$ cat config.mk
export PLATFORM = sky130hd
export DESIGN_NAME = sosc_top
export DESIGN_NICKNAME = d
export VERILOG_FILES = /design/src/common/sosc_pkg.sv /design/src/core/sosc_mag.sv /design/src/core/sosc_top.sv
export SDC_FILE = /design/constraint.sdc
export NUM_CORES = 1
export LEC_CHECK = 0
export BUFFER_PORTS_ARGS = -buffer_cell sky130_fd_sc_hd__buf_2
export CAP_MARGIN = 20
export CORE_MARGIN = 2
export CORE_UTILIZATION = 42
export DETAILED_ROUTE_END_ITERATION = 16
export MAX_ROUTING_LAYER = met4
export SYNTH_ARGS = -nofsm -noshare
export SYNTH_HDL_FRONTEND = slang
export SYNTH_HIERARCHICAL = 1
export SYNTH_SLANG_ARGS = --single-unit
export TNS_END_PERCENT = 30
$ cat constraint.sdc
create_clock -name ref_clk -period 11.4 [get_ports ref_clk]
set_clock_uncertainty 0.1 [all_clocks]
set_input_delay 1.14 -clock ref_clk [delete_from_list [all_inputs] [get_ports ref_clk]]
set_output_delay 1.14 -clock ref_clk [all_outputs]
set_load 0.01 [all_outputs]
$ cat src/common/sosc_pkg.sv
// Shared constants, types and helpers for the sensor output select block.
package sosc_pkg;
    // Register map and burst data range.
    localparam logic [7:0] CFG_ADDR     = 8'h19;
    localparam logic [7:0] X_LOW_ADDR   = 8'h04;
    localparam logic [7:0] Y_LOW_ADDR   = 8'h06;
    localparam logic [7:0] Z_LOW_ADDR   = 8'h08;
    localparam logic [7:0] MAG_LOW_ADDR = 8'h0A;
    localparam logic [7:0] CFG_RESET    = 8'h00;
    localparam logic [7:0] CFG_MASK     = 8'h1F;
    localparam logic [7:0] RD_IDLE      = 8'h00;
    localparam int         BURST_SKIPS  = 8;

    // Timing: clock rate and boot intervals.
    localparam int CLK_KHZ    = 10000;
    localparam int BOOT1_US   = 1000;
    localparam int BOOT2_US   = 1000;
    localparam int BOOT1_CYC  = (BOOT1_US * CLK_KHZ + 999) / 1000;
    localparam int BOOT2_CYC  = (BOOT2_US * CLK_KHZ + 999) / 1000;
    localparam int BOOT_CNT_W = 16;
    localparam logic [1:0] SETTLE_LAST = 2'h3;

    // Data path widths and the change detection source code for magnitude.
    localparam int AXIS_W  = 12;
    localparam int SUMSQ_W = 24;
    localparam logic [1:0] CD_SRC_MAG = 2'h1;

    typedef enum logic [1:0] {ST_INIT, ST_RUN, ST_SHUT, ST_BOOT} sosc_pstate_t;

    // Bit layout of the configuration register, bit 7 first.
    typedef struct packed {
        logic [2:0] unused;
        logic       magnitude_calc_enable;
        logic       first_axis_read_exclude;
        logic       second_axis_read_exclude;
        logic       third_axis_read_exclude;
        logic       shutdown_cmd;
    } sosc_cfg_t;

    typedef struct packed {
        logic s1;
        logic s2;
        logic s3;
        logic lvl;
    } sosc_sync_t;

    typedef struct packed {
        logic       wr;
        logic       rd;
        logic [7:0] addr;
        logic [7:0] wdata;
    } sosc_bus_req_t;

    typedef struct packed {
        sosc_pstate_t            st;
        sosc_cfg_t               cfg;
        sosc_sync_t              wake;
        sosc_sync_t              mot;
        sosc_sync_t              strap;
        logic                    strap_hi;
        logic [1:0]              settle;
        logic                    wake_ref;
        logic [BOOT_CNT_W-1:0]   cnt;
        logic [7:0]              rd_data;
        logic [7:0]              burst_next;
        logic                    bus_ready;
        logic [1:0]              pmode;
        logic                    powered;
        logic                    motion_active;
        logic [AXIS_W-1:0]       cd_value;
        logic                    mag_start;
    } sosc_top_st_t;

    typedef struct packed {
        logic                busy;
        logic [SUMSQ_W-1:0]  sum;
        logic [AXIS_W-1:0]   res;
        logic [3:0]          idx;
        logic [AXIS_W-1:0]   result;
        logic                valid;
    } sosc_mag_st_t;

    // One step of a three-stage pin synchroniser; the level moves only when stages agree.
    function automatic sosc_sync_t sosc_sync_step(input sosc_sync_t s, input logic pin);
        sosc_sync_t n;
        n = s;
        n.s1 = pin;
        n.s2 = s.s1;
        n.s3 = s.s2;
        if (s.s2 == s.s3) begin
            n.lvl = s.s3;
        end
        return n;
    endfunction

    // True when an address is left out of the burst sequence.
    function automatic logic sosc_excluded(input logic [7:0] a, input sosc_cfg_t c);
        logic [6:0] p;
        p = a[7:1];
        return (p == X_LOW_ADDR[7:1] && c.first_axis_read_exclude)
            || (p == Y_LOW_ADDR[7:1] && c.second_axis_read_exclude)
            || (p == Z_LOW_ADDR[7:1] && c.third_axis_read_exclude)
            || (p == MAG_LOW_ADDR[7:1] && !c.magnitude_calc_enable);
    endfunction

    // Next burst address, stepping over every excluded address.
    function automatic logic [7:0] sosc_burst_next(input logic [7:0] a, input sosc_cfg_t c);
        logic [7:0] n;
        n = a + 8'h01;
        for (int i = 0; i < BURST_SKIPS; i++) begin
            if (sosc_excluded(n, c)) begin
                n = n + 8'h01;
            end
        end
        return n;
    endfunction
endpackage

$ cat src/core/sosc_mag.sv
// Iterative vector magnitude unit: square root of the sum of squared axis values.
module sosc_mag (
    // Clock and reset
    input  wire logic                            ref_clk,
    input  wire logic                            resetn,
    // Control
    input  wire logic                            start,
    input  wire logic                            clear,
    // Axis samples, two's complement
    input  wire logic signed [sosc_pkg::AXIS_W-1:0] x_in,
    input  wire logic signed [sosc_pkg::AXIS_W-1:0] y_in,
    input  wire logic signed [sosc_pkg::AXIS_W-1:0] z_in,
    // Result
    output logic             [sosc_pkg::AXIS_W-1:0] result,
    output logic                                 valid,
    output logic                                 busy
);
    import sosc_pkg::*;

    sosc_mag_st_t s_r;
    sosc_mag_st_t s_nxt;

    // Square of the absolute value; the most negative code maps to 2048 without overflow.
    function automatic logic [SUMSQ_W-1:0] sq(input logic signed [AXIS_W-1:0] v);
        logic [AXIS_W-1:0] m;
        m = v[AXIS_W-1] ? AXIS_W'(-v) : AXIS_W'(v);
        return SUMSQ_W'(m) * SUMSQ_W'(m);
    endfunction

    // One result bit per cycle keeps the multiplier small at the cost of twelve cycles.
    always_comb begin
        logic [AXIS_W-1:0]  trial;
        logic [SUMSQ_W-1:0] t2;
        trial = '0;
        t2 = '0;
        s_nxt = s_r;
        s_nxt.valid = 1'b0;
        if (clear) begin
            s_nxt = '0;
        end else if (!s_r.busy && start) begin
            s_nxt.busy = 1'b1;
            s_nxt.sum = sq(x_in) + sq(y_in) + sq(z_in);
            s_nxt.res = '0;
            s_nxt.idx = 4'hB;
        end else if (s_r.busy) begin
            trial = s_r.res | (12'h001 << s_r.idx);
            t2 = SUMSQ_W'(trial) * SUMSQ_W'(trial);
            if (t2 <= s_r.sum) begin
                s_nxt.res = trial;
            end
            if (s_r.idx == 4'h0) begin
                s_nxt.busy = 1'b0;
                s_nxt.valid = 1'b1;
                s_nxt.result = s_nxt.res;
            end else begin
                s_nxt.idx = s_r.idx - 4'h1;
            end
        end
    end

    always_ff @(posedge ref_clk or negedge resetn) begin
        if (!resetn) begin
            s_r <= '0;
        end else begin
            s_r <= s_nxt;
        end
    end

    assign result = s_r.result;
    assign valid  = s_r.valid;
    assign busy   = s_r.busy;
endmodule

$ cat src/core/sosc_top.sv
// Output select and shutdown configuration register with its power sequencer.
//
// Summary of operation
// - Magnitude disabled: no calculation, magnitude not burst-read.
// - Magnitude enabled: compute per sample, burst-read both.
// - Source select one feeds magnitude to change detection.
// - First axis exclude bit drops it from bursts.
// - Second axis exclude bit drops it from bursts.
// - Third axis exclude bit drops it from bursts.
// - Shutdown clear: follow selected wake or sleep mode.
// - Shutdown write enters shutdown, discarding all registers.
// - Strap low: wake pin edge alone ends shutdown.
// - Strap high: motion input high boots into active.
// - Strap high: motion input low forces shutdown.
// - Register resets to zero; bits 7..5 read zero.
module sosc_top #(
    parameter int BOOT1_CYCLES = sosc_pkg::BOOT1_CYC,
    parameter int BOOT2_CYCLES = sosc_pkg::BOOT2_CYC
) (
    // Clock and reset
    input  wire logic                          ref_clk,
    input  wire logic                          resetn,

    // Register access from the serial port
    input  wire sosc_pkg::sosc_bus_req_t       bus_req,
    output sosc_pkg::sosc_cfg_t                cfg_out,
    output logic [7:0]                         rd_data,
    output logic                               bus_ready,

    // Burst read address stepping
    input  wire logic                          burst_step,
    input  wire logic [7:0]                    burst_addr,
    output logic [7:0]                         burst_next_addr,

    // Pins
    input  wire logic                          wake_pin,
    input  wire logic                          motion_detect_input,
    input  wire logic                          boot_strap_select,

    // Sample path
    input  wire logic                          odr_tick,
    input  wire logic signed [sosc_pkg::AXIS_W-1:0] x_in,
    input  wire logic signed [sosc_pkg::AXIS_W-1:0] y_in,
    input  wire logic signed [sosc_pkg::AXIS_W-1:0] z_in,
    input  wire logic [1:0]                    cd_source_select,
    input  wire logic [sosc_pkg::AXIS_W-1:0]   cd_axis_value,
    output logic [sosc_pkg::AXIS_W-1:0]        cd_value,
    output logic [sosc_pkg::AXIS_W-1:0]        magnitude_result,
    output logic                               magnitude_valid,

    // Power state
    input  wire logic [1:0]                    awake_power_mode,
    input  wire logic [1:0]                    dormant_power_mode,
    input  wire logic                          sleep_request,
    output logic [1:0]                         power_mode,
    output logic                               powered,
    output logic                               motion_active
);
    import sosc_pkg::*;

    // Boot interval loads and the counter step.
    localparam logic [BOOT_CNT_W-1:0] B1 = BOOT_CNT_W'(BOOT1_CYCLES);
    localparam logic [BOOT_CNT_W-1:0] B2 = BOOT_CNT_W'(BOOT2_CYCLES);
    localparam logic [BOOT_CNT_W-1:0] CNT_ONE = 16'h0001;

    // Registered state, its next value and a few helper nets.
    sosc_top_st_t s_r;
    sosc_top_st_t s_nxt;
    logic         cfg_wr;
    logic         mag_busy;
    logic         mag_clear;
    logic [AXIS_W-1:0] mag_res;

    // Write strobe for this register and the hold on the magnitude unit.
    assign cfg_wr = bus_req.wr && bus_req.addr == CFG_ADDR;
    assign mag_clear = s_r.st != ST_RUN;

    // Magnitude unit; held cleared whenever the device is not running.
    sosc_mag u_mag (
        .ref_clk (ref_clk),
        .resetn  (resetn),
        .start   (s_r.mag_start),
        .clear   (mag_clear),
        .x_in    (x_in),
        .y_in    (y_in),
        .z_in    (z_in),
        .result  (mag_res),
        .valid   (magnitude_valid),
        .busy    (mag_busy)
    );

    // Power sequencer, register file and burst stepping in one next-state process.
    always_comb begin
        s_nxt = s_r;
        s_nxt.wake = sosc_sync_step(s_r.wake, wake_pin);
        s_nxt.mot = sosc_sync_step(s_r.mot, motion_detect_input);
        s_nxt.strap = sosc_sync_step(s_r.strap, boot_strap_select);
        s_nxt.mag_start = 1'b0;

        unique case (s_r.st)
            // The strap is taken once the synchroniser has had time to fill.
            ST_INIT: begin
                s_nxt.settle = s_r.settle + 2'h1;
                if (s_r.settle == SETTLE_LAST) begin
                    // The synchronisers restart with reset, so take the level now settling.
                    s_nxt.strap_hi = s_nxt.strap.lvl;
                    if (!s_nxt.strap.lvl) begin
                        s_nxt.st = ST_RUN;
                    end else if (s_nxt.mot.lvl) begin
                        s_nxt.st = ST_BOOT;
                        s_nxt.cnt = B2;
                    end else begin
                        s_nxt.st = ST_SHUT;
                    end
                end
            end

            ST_RUN: begin
                // Writes land only while running.
                if (cfg_wr) begin
                    s_nxt.cfg = sosc_cfg_t'(bus_req.wdata & CFG_MASK);
                end
                if (s_r.strap_hi && !s_r.mot.lvl) begin
                    s_nxt.st = ST_SHUT;
                end else if (cfg_wr && bus_req.wdata[0]) begin
                    s_nxt.st = ST_SHUT;
                    s_nxt.wake_ref = s_r.wake.lvl;
                end
                // Ticks that land while a calculation is running are dropped.
                s_nxt.mag_start = s_r.cfg.magnitude_calc_enable && odr_tick
                                  && !mag_busy;
            end

            ST_SHUT: begin
                // Strap low waits for a wake edge, strap high for the motion level.
                if (!s_r.strap_hi && s_r.wake.lvl != s_r.wake_ref) begin
                    s_nxt.st = ST_BOOT;
                    s_nxt.cnt = B1;
                end else if (s_r.strap_hi && s_r.mot.lvl) begin
                    s_nxt.st = ST_BOOT;
                    s_nxt.cnt = B2;
                end
            end

            // Bus stays deaf for the whole interval the host is told to wait.
            ST_BOOT: begin
                if (s_r.strap_hi && !s_r.mot.lvl) begin
                    s_nxt.st = ST_SHUT;
                end else if (s_r.cnt <= CNT_ONE) begin
                    s_nxt.st = ST_RUN;
                end else begin
                    s_nxt.cnt = s_r.cnt - CNT_ONE;
                end
            end
        endcase

        // Leaving run discards the register as a supply loss would.
        if (s_nxt.st == ST_SHUT || s_nxt.st == ST_BOOT) begin
            s_nxt.cfg = sosc_cfg_t'(CFG_RESET);
        end

        // Reads outside run return zero; the bus is not served then.
        if (bus_req.rd) begin
            if (s_r.st != ST_RUN) begin
                s_nxt.rd_data = RD_IDLE;
            end else if (bus_req.addr == CFG_ADDR) begin
                s_nxt.rd_data = s_r.cfg;
            end else if (bus_req.addr == MAG_LOW_ADDR) begin
                s_nxt.rd_data = mag_res[7:0];
            end else if (bus_req.addr == MAG_LOW_ADDR + 8'h01) begin
                s_nxt.rd_data = {4'h0, mag_res[11:8]};
            end else begin
                s_nxt.rd_data = RD_IDLE;
            end
        end

        // Ready follows the state being entered, so it rises with run.
        s_nxt.bus_ready = s_nxt.st == ST_RUN;

        // Burst stepping uses the register as it stands.
        if (burst_step) begin
            s_nxt.burst_next = sosc_burst_next(burst_addr, s_r.cfg);
        end

        // Change detection takes the magnitude or the axis value.
        if (cd_source_select == CD_SRC_MAG) begin
            s_nxt.cd_value = mag_res;
        end else begin
            s_nxt.cd_value = cd_axis_value;
        end

        // Power mode is forced off outside run.
        s_nxt.powered = s_nxt.st == ST_RUN;
        if (!s_nxt.powered) begin
            s_nxt.pmode = 2'h0;
        end else if (sleep_request) begin
            s_nxt.pmode = dormant_power_mode;
        end else begin
            s_nxt.pmode = awake_power_mode;
        end

        // Motion mode is reported only for a strap-high boot.
        s_nxt.motion_active = s_nxt.powered && s_r.strap_hi;
    end

    // Constant reset gives the init state and a zeroed register.
    always_ff @(posedge ref_clk or negedge resetn) begin
        if (!resetn) begin
            s_r <= '0;
        end else begin
            s_r <= s_nxt;
        end
    end

    // Outputs come straight from the registered state.
    assign cfg_out          = s_r.cfg;
    assign rd_data          = s_r.rd_data;
    assign bus_ready        = s_r.bus_ready;
    assign burst_next_addr  = s_r.burst_next;
    assign cd_value         = s_r.cd_value;
    assign magnitude_result = mag_res;
    assign power_mode       = s_r.pmode;
    assign powered          = s_r.powered;
    assign motion_active    = s_r.motion_active;
endmodule
==> results of run 1 <==
## per-layer routing
metal,part of all wire (%),track usage [%],vias to the layer above
met5,0,-,-
met4,1.6,4.62,0
met3,4.8,2.56,69
met2,51,36.0,421
met1,42,25.9,9261
li1,-,-,8738
## worst max-delay path, delay by kind of cell
kind                       cells  cell delay (ns)
adders and majority gates     10             4.67
xor gates and xnor gates       1             0.71
and+or+nand+nor                8             1.45
buffers and inverters          8             1.10
AOI/OAI and AO/OA              2             0.96
## flip-flops by register name, summed over array words and instances, names as in the netlist
| register | flops |
|---|---|
| u_mag/result | 12 |
| powered | 1 |
| cd_value | 12 |
| rd_data | 8 |
| u_mag/valid | 1 |
| power_mode | 2 |
| s_r | 29 |
| burst_next_addr | 8 |
| cfg_out | 5 |
| motion_active | 1 |
| s_nxt | 6 |
| u_mag/s_r | 40 |
| u_mag/busy | 1 |
## cell usage in the layout, fill, tap and decap left out, types with 12 or more instances in the layout
cell type,count
xnor2_1,63
buf_4,23
mux2i_1,21
inv_2,16
o31ai_1,14
nand2_1,194
fa_1,406
conb_1,29
and2_1,20
a21o_1,33
nor2_1,226
o21a_1,13
o21ai_0,59
nand2b_1,23
clkbuf_16,17
buf_2,135
or3_1,20
xor2_1,35
ha_1,244
nand3_1,31
and3_1,12
o21ai_1,19
inv_1,698
a21oi_1,59
o22ai_1,12
a211o_1,15
dfrtp_1,126
mux2_2,19
a211oi_1,16
a22o_1,20
nor3_1,28
## metrics by stage
| stage | setup slack [ns] | cell area (um^2) | hold WS [ns] |
|---|---|---|---|
| after floorplan | 2.66 | 24800 | 0.231 |
| after global placement | 1.43 | 26000 | 0.240 |
| after detailed placement | 1.30 | 26000 | 0.238 |
| after CTS | 1.73 | 26600 | 0.255 |
| after global routing | 1.15 | 26700 | 0.264 |
| final | 1.61 | 26700 | 0.254 |
## path summary, 6_finish.rpt
check	startpoint	endpoint	slack, ns	cells past startpoint
worst max-delay path	x_in[0]	u_mag/s_r[52]	1.61	29
worst min-delay path	s_nxt[56]	s_nxt[55]	0.25	0
worst max register to register	u_mag/s_r[13]	u_mag/s_r[28]	2.23	28
worst min register to register	s_nxt[56]	s_nxt[55]	0.25	0
max in group asynchronous	resetn	u_mag/s_r[31]	9.18	2
min in group asynchronous	resetn	cfg_out[2]	0.66	1
## logic make-up after synthesis
kind of cell    after synthesis
flops                       126
mux                          44
fa+ha+maj                   652
xor+xnor                    102
buf+inv                     818
compound gates              367
other cells                   3
simple gates                638
## cell type report
type	count	area (um^2)	share of cell area [%]
inverters	722	2720	10.2
flip-flops and latches	126	3150	11.8
clock buffers	17	425	1.60
well taps	765	957	3.59
clock inverters	15	163	0.610
multi-input cells	1832	18400	68.9
repair buffers	159	863	3.24
==> metrics, run 1 <==
Avg WL per Cell roughly 16 um; gpl congestion between 0.9 and 1; CTS tree yes; ranking of synthesized cells by area fa_1 33%, dfrtp_1 13%, ha_1 12%, inv_1 11%, nor2_1 3.4%; post-CTS sizing 0; Netlist Area Pre-Place approximately 25,000 um^2; remaining global-route overflow 0; most used cell, CP fa_1; die area roughly 61,000 um^2; arrival time worst endpoint 10.05 ns; status finished, final reports clean; I/O pins between 100 and 150; Critical Path End Type flip-flop; Routed WL between 50,000 and 60,000 um; crit path time final 9.79 ns; setup TNS 0 ns; 1st-pass router iterations 5; compound-cell area share of the yosys netlist a little over a tenth; Vias/cell just over 5; Main synth FF type dfrtp_1; Global Route Usage Sum between 20 and 25%; Synth Area in Simple Gates between 10% and 20%; warnings from Yosys 6; postcts setup bufs 0; die height 246 um; via count approximately 18,000; number of fill cells about 5,700; max_cap viols 0; max_slew headroom a little over a quarter; post-synth top area share 32.9%; standard-cell rows approximately 90; data required time of the worst path 11.66 ns; count leader, synth inv_1; RSZ-0062 raised after global routing no; post-route core utilization between 40% and 50%; mux contribution to synthesized area under 10%; CP max stage delay 0.71 ns; CTS Hold Bufs 0; Synth Area in Adders a little under half; placed cells between 3,000 and 4,000; FMAX between 100 and 150 MHz; maximum buffer depth of the clock tree 2; Tcrit/Tclk final 85.9%; Async S/R FF share, synth 100%; hpwl dp roughly 50,000 um; Post-synth EDFFs 0; Post-layout nets ~3,600; synthesized netlist cell count roughly 2,800; flip-flop and latch count after synthesis 126; Yosys top cell by area fa_1; pin count of the biggest net entering global routing 67; Setup-failing EPs final 0; clock sinks around 130; fin. max-slew vios 0; Post-Synth XOR/XNOR Area under 10%; first-iteration detailed-routing DRC count slightly above 900; largest family of logic cells by synthesized area adder cells; core box area 57,900 um^2; worst skew pair latency around 0.43 ns; Worst Hold Class flip-flop to flip-flop; share of layout cells above drive strength 1 under 10%; CP Class input pin to flip-flop; Final ANT Viol Nets 0; post-synthesis sequential area ratio around 13%; Crit-path slowest cell xor2_1; initial antenna violation count 1; average size of a mapped cell ~9 um^2; Port Buffer Count around 140; Num CTS Buffers 17; CP Max Fanout 9; htree depth 4; Yosys cell types approximately 110; vias in the first global route ~20,000; n_diodes 0; Worst Setup Start Kind input pin; Final Hold Vio Count 0; Die Wd roughly 250 um; fin cells approximately 3,600; global-route wire length before repair just under 100,000 um; worst-margin pin slew approximately 1.1 ns; Starting Density 42.6%; most frequent cells after synthesis 698 x inv_1, 406 x fa_1, 244 x ha_1; DRC 0; Worst-path clk slew 0.07 ns; Area Growth Syn to Fin 7.92%; clk root buf clkbuf_16
Power of run 1 is not shown: default switching activity piles up to over one toggle a cycle in this logic, so the estimate is an artifact.
==> run 2: changes to the inputs <==
--- a/config.mk
+++ b/config.mk
@@ -5,6 +5,7 @@
 export SDC_FILE = /design/constraint.sdc
 export NUM_CORES = 1
 export LEC_CHECK = 0
+export ABC_AREA = 1
 export BUFFER_PORTS_ARGS = -buffer_cell sky130_fd_sc_hd__buf_2
 export CAP_MARGIN = 20
 export CORE_MARGIN = 2
==> metrics, run 2 <==
Hold Crit Start s_nxt[60] (was s_nxt[56]); most frequent cells after synthesis 865 x inv_1, 507 x nand2_1, 406 x fa_1 (was 698 x inv_1, 406 x fa_1, 244 x ha_1); Yosys cell types 65 (was 107); Num CTS Buffers 17 (unchanged); Worst Setup Start Kind input pin (unchanged); most flop-heavy register u_mag/s_r (unchanged); CTS tree yes (unchanged); Area Growth Syn to Fin 7.25% (was 7.92%); crit path time final 9.06 ns (was 9.79 ns); Avg WL per Cell 13.9 um (was 16.0 um); flip-flop and latch count after synthesis 126 (unchanged); max reg flops 40 (unchanged); Hold Path End s_nxt[59] (was s_nxt[55]); die area 62,400 um^2 (was 60,700 um^2); worst skew pair latency 0.44 ns (was 0.43 ns); Post-synth EDFFs 0 (unchanged); post-synth top area share 32.0% (was 32.9%); remaining global-route overflow 0 (unchanged); most used cell, CP inv_1 (was fa_1); arrival time worst endpoint 9.25 ns (was 10.05 ns); global-route wire length before repair 98,200 um (was 98,300 um); Netlist Area Pre-Place 25,400 um^2 (was 24,700 um^2); initial antenna violation count 2 (was 1); count leader, synth inv_1 (unchanged); most common cell after layout, fill and taps aside inv_1 (unchanged); max_slew headroom 34.2% (was 26.7%); post-synthesis sequential area ratio 12.4% (was 12.8%); Yosys top cell by area fa_1 (unchanged); WP buf/inv 12 (was 8); CP max stage delay 0.52 ns (was 0.71 ns); Global Route Usage Sum 19.8% (was 20.7%); Starting Density 42.3% (was 42.6%); FF-to-FF path depth 33 (was 28); max_cap viols 0 (unchanged); biggest regs u_mag/s_r: 40 flops, s_r: 29 flops (unchanged); Worst-path clk slew 0.07 ns (about the same); I/O pins 142 (unchanged); Reg area 3150 um^2 (unchanged); setup TNS 0 ns (unchanged); clk root buf clkbuf_16 (unchanged); Post-layout nets 4,002 (was 3,596); die height 250 um (was 246 um); Tcrit/Tclk final 79.5% (was 85.9%); CP Class input pin to flip-flop (unchanged); CTS Hold Bufs 0 (unchanged); Vias/cell 4.79 (was 5.08); warnings from Yosys 6 (unchanged); postcts setup bufs 0 (unchanged); average size of a mapped cell 8.01 um^2 (was 8.98 um^2); Reg-to-Reg End u_mag/result[5] (was u_mag/s_r[28]); htree depth 4 (unchanged); core box area 60,000 um^2 (was 57,900 um^2); clock sinks 126 (unchanged); Final Hold Vio Count 0 (unchanged); via count 19,500 (was 18,500); most frequent cells in the layout 865 x inv_1, 507 x nand2_1, 406 x fa_1, 250 x nor2_1, 244 x ha_1 (was 698 x inv_1, 406 x fa_1, 244 x ha_1, 226 x nor2_1, 194 x nand2_1); 1st-pass router iterations 6 (was 5); Worst Hold Class flip-flop to flip-flop (unchanged); Main synth FF type dfrtp_1 (unchanged); data required time of the worst path 11.59 ns (was 11.66 ns); Routed WL 56,400 um (was 58,200 um); standard-cell rows 90 (was 88); CP Max Fanout 10 (was 9); share of layout cells above drive strength 1 9.89% (was 9.72%); Worst Hold Depth 0 (unchanged); Final ANT Viol Nets 0 (unchanged); hpwl dp 48,500 um (was 50,000 um); first-iteration detailed-routing DRC count 1,203 (was 914); Port Buffer Count 135 (unchanged); Setup-failing EPs final 0 (unchanged); ranking of synthesized cells by area fa_1 32%, inv_1 13%, dfrtp_1 12%, ha_1 12%, nand2_1 7.5% (was fa_1 33%, dfrtp_1 13%, ha_1 12%, inv_1 11%, nor2_1 3.4%); gpl congestion 0.914 (was 0.915); FMAX 110 MHz (was 102 MHz); synthesized netlist cell count 3,167 (was 2,750); area of the multi-input gates 18,300 um^2 (was 18,400 um^2); status finished, final reports clean (unchanged); Crit-path slowest cell fa_1 (was xor2_1); post-route core utilization 45.3% (was 46.0%); crit-path leading delay family adder cells (unchanged); post-CTS sizing 0 (unchanged); RSZ-0062 raised after global routing no (unchanged); RR Startpoint u_mag/s_r[14] (was u_mag/s_r[13]); pin count of the biggest net entering global routing 66 (was 67); Async S/R FF share, synth 100% (unchanged); fin. max-slew vios 0 (unchanged); worst-margin pin slew 0.984 ns (was 1.09 ns); R2R Setup Slk 3.69 ns (was 2.23 ns); Critical Path End Type flip-flop (unchanged); number of fill cells 6,062 (was 5,736); maximum buffer depth of the clock tree 2 (unchanged); Die Wd 250 um (was 246 um); vias in the first global route 19,900 (was 19,800); DRC 0 (unchanged)
## run 2: routing by layer
layer / part of all wire (%) / track usage (%) / routed length (um)
met1: 47 / 27.4 / 26500
met2: 48 / 32.7 / 27200
met3: 4.1 / 1.91 / 2340
met4: 0.66 / 2.31 / 370
met5: 0 / - / 0
## run 2: final cells by class
| cell class | count | share of cell area (%) |
|---|---|---|
| Multi-Input combinational cell | 2075 | 67.3 |
| Inverter | 901 | 12.5 |
| Sequential cell | 126 | 11.6 |
| Tap cell | 782 | 3.60 |
| Timing Repair Buffer | 143 | 2.73 |
| Clock buffer | 17 | 1.56 |
| Clock inverter | 15 | 0.722 |
| Antenna cell | 2 | 0.0184 |
## run 2: through the flow
stage | hold slack [ns] | instance area, um^2 | std cells | worst slack (ns)
after floorplan | 0.231 | 25500 | 3193 | 3.18
after global placement | 0.239 | 26600 | 4027 | 2.01
after detailed placement | 0.240 | 26600 | 4027 | 1.93
after CTS | 0.258 | 27200 | 4059 | 2.36
after global routing | 0.281 | 27200 | 4061 | 1.71
final | 0.253 | 27200 | 4061 | 2.34
## run 2: cells by family (layout without fill, tap and decap cells)
logic type                 count (synthesis)  after routing  synth area share (%)
adders and majority gates                651            651                  44.1
other                                      3             31                0.0444
DFF                                      126            126                  12.4
muxes                                     15             15                 0.656
AOI/OAI and AO/OA                        272            272                  6.11
and+or+nand+nor                         1051           1051                  18.8
xor gates and xnor gates                  57             57                  2.07
buffers and inverters                    992           1076                  15.7
## run 2: worst max path at each step
stage | slack (ns) | to | depth (start not counted) | from
after floorplan | 3.18 | u_mag/s_r[43] | 31 | y_in[0]
after global placement | 2.01 | u_mag/s_r[44] | 31 | x_in[0]
after detailed placement | 1.93 | u_mag/s_r[49] | 36 | x_in[0]
after CTS | 2.36 | u_mag/s_r[49] | 36 | x_in[0]
after global routing | 1.71 | u_mag/s_r[49] | 36 | x_in[0]
final | 2.34 | u_mag/s_r[50] | 36 | x_in[0]
Power of run 2 is left out for the same reason.
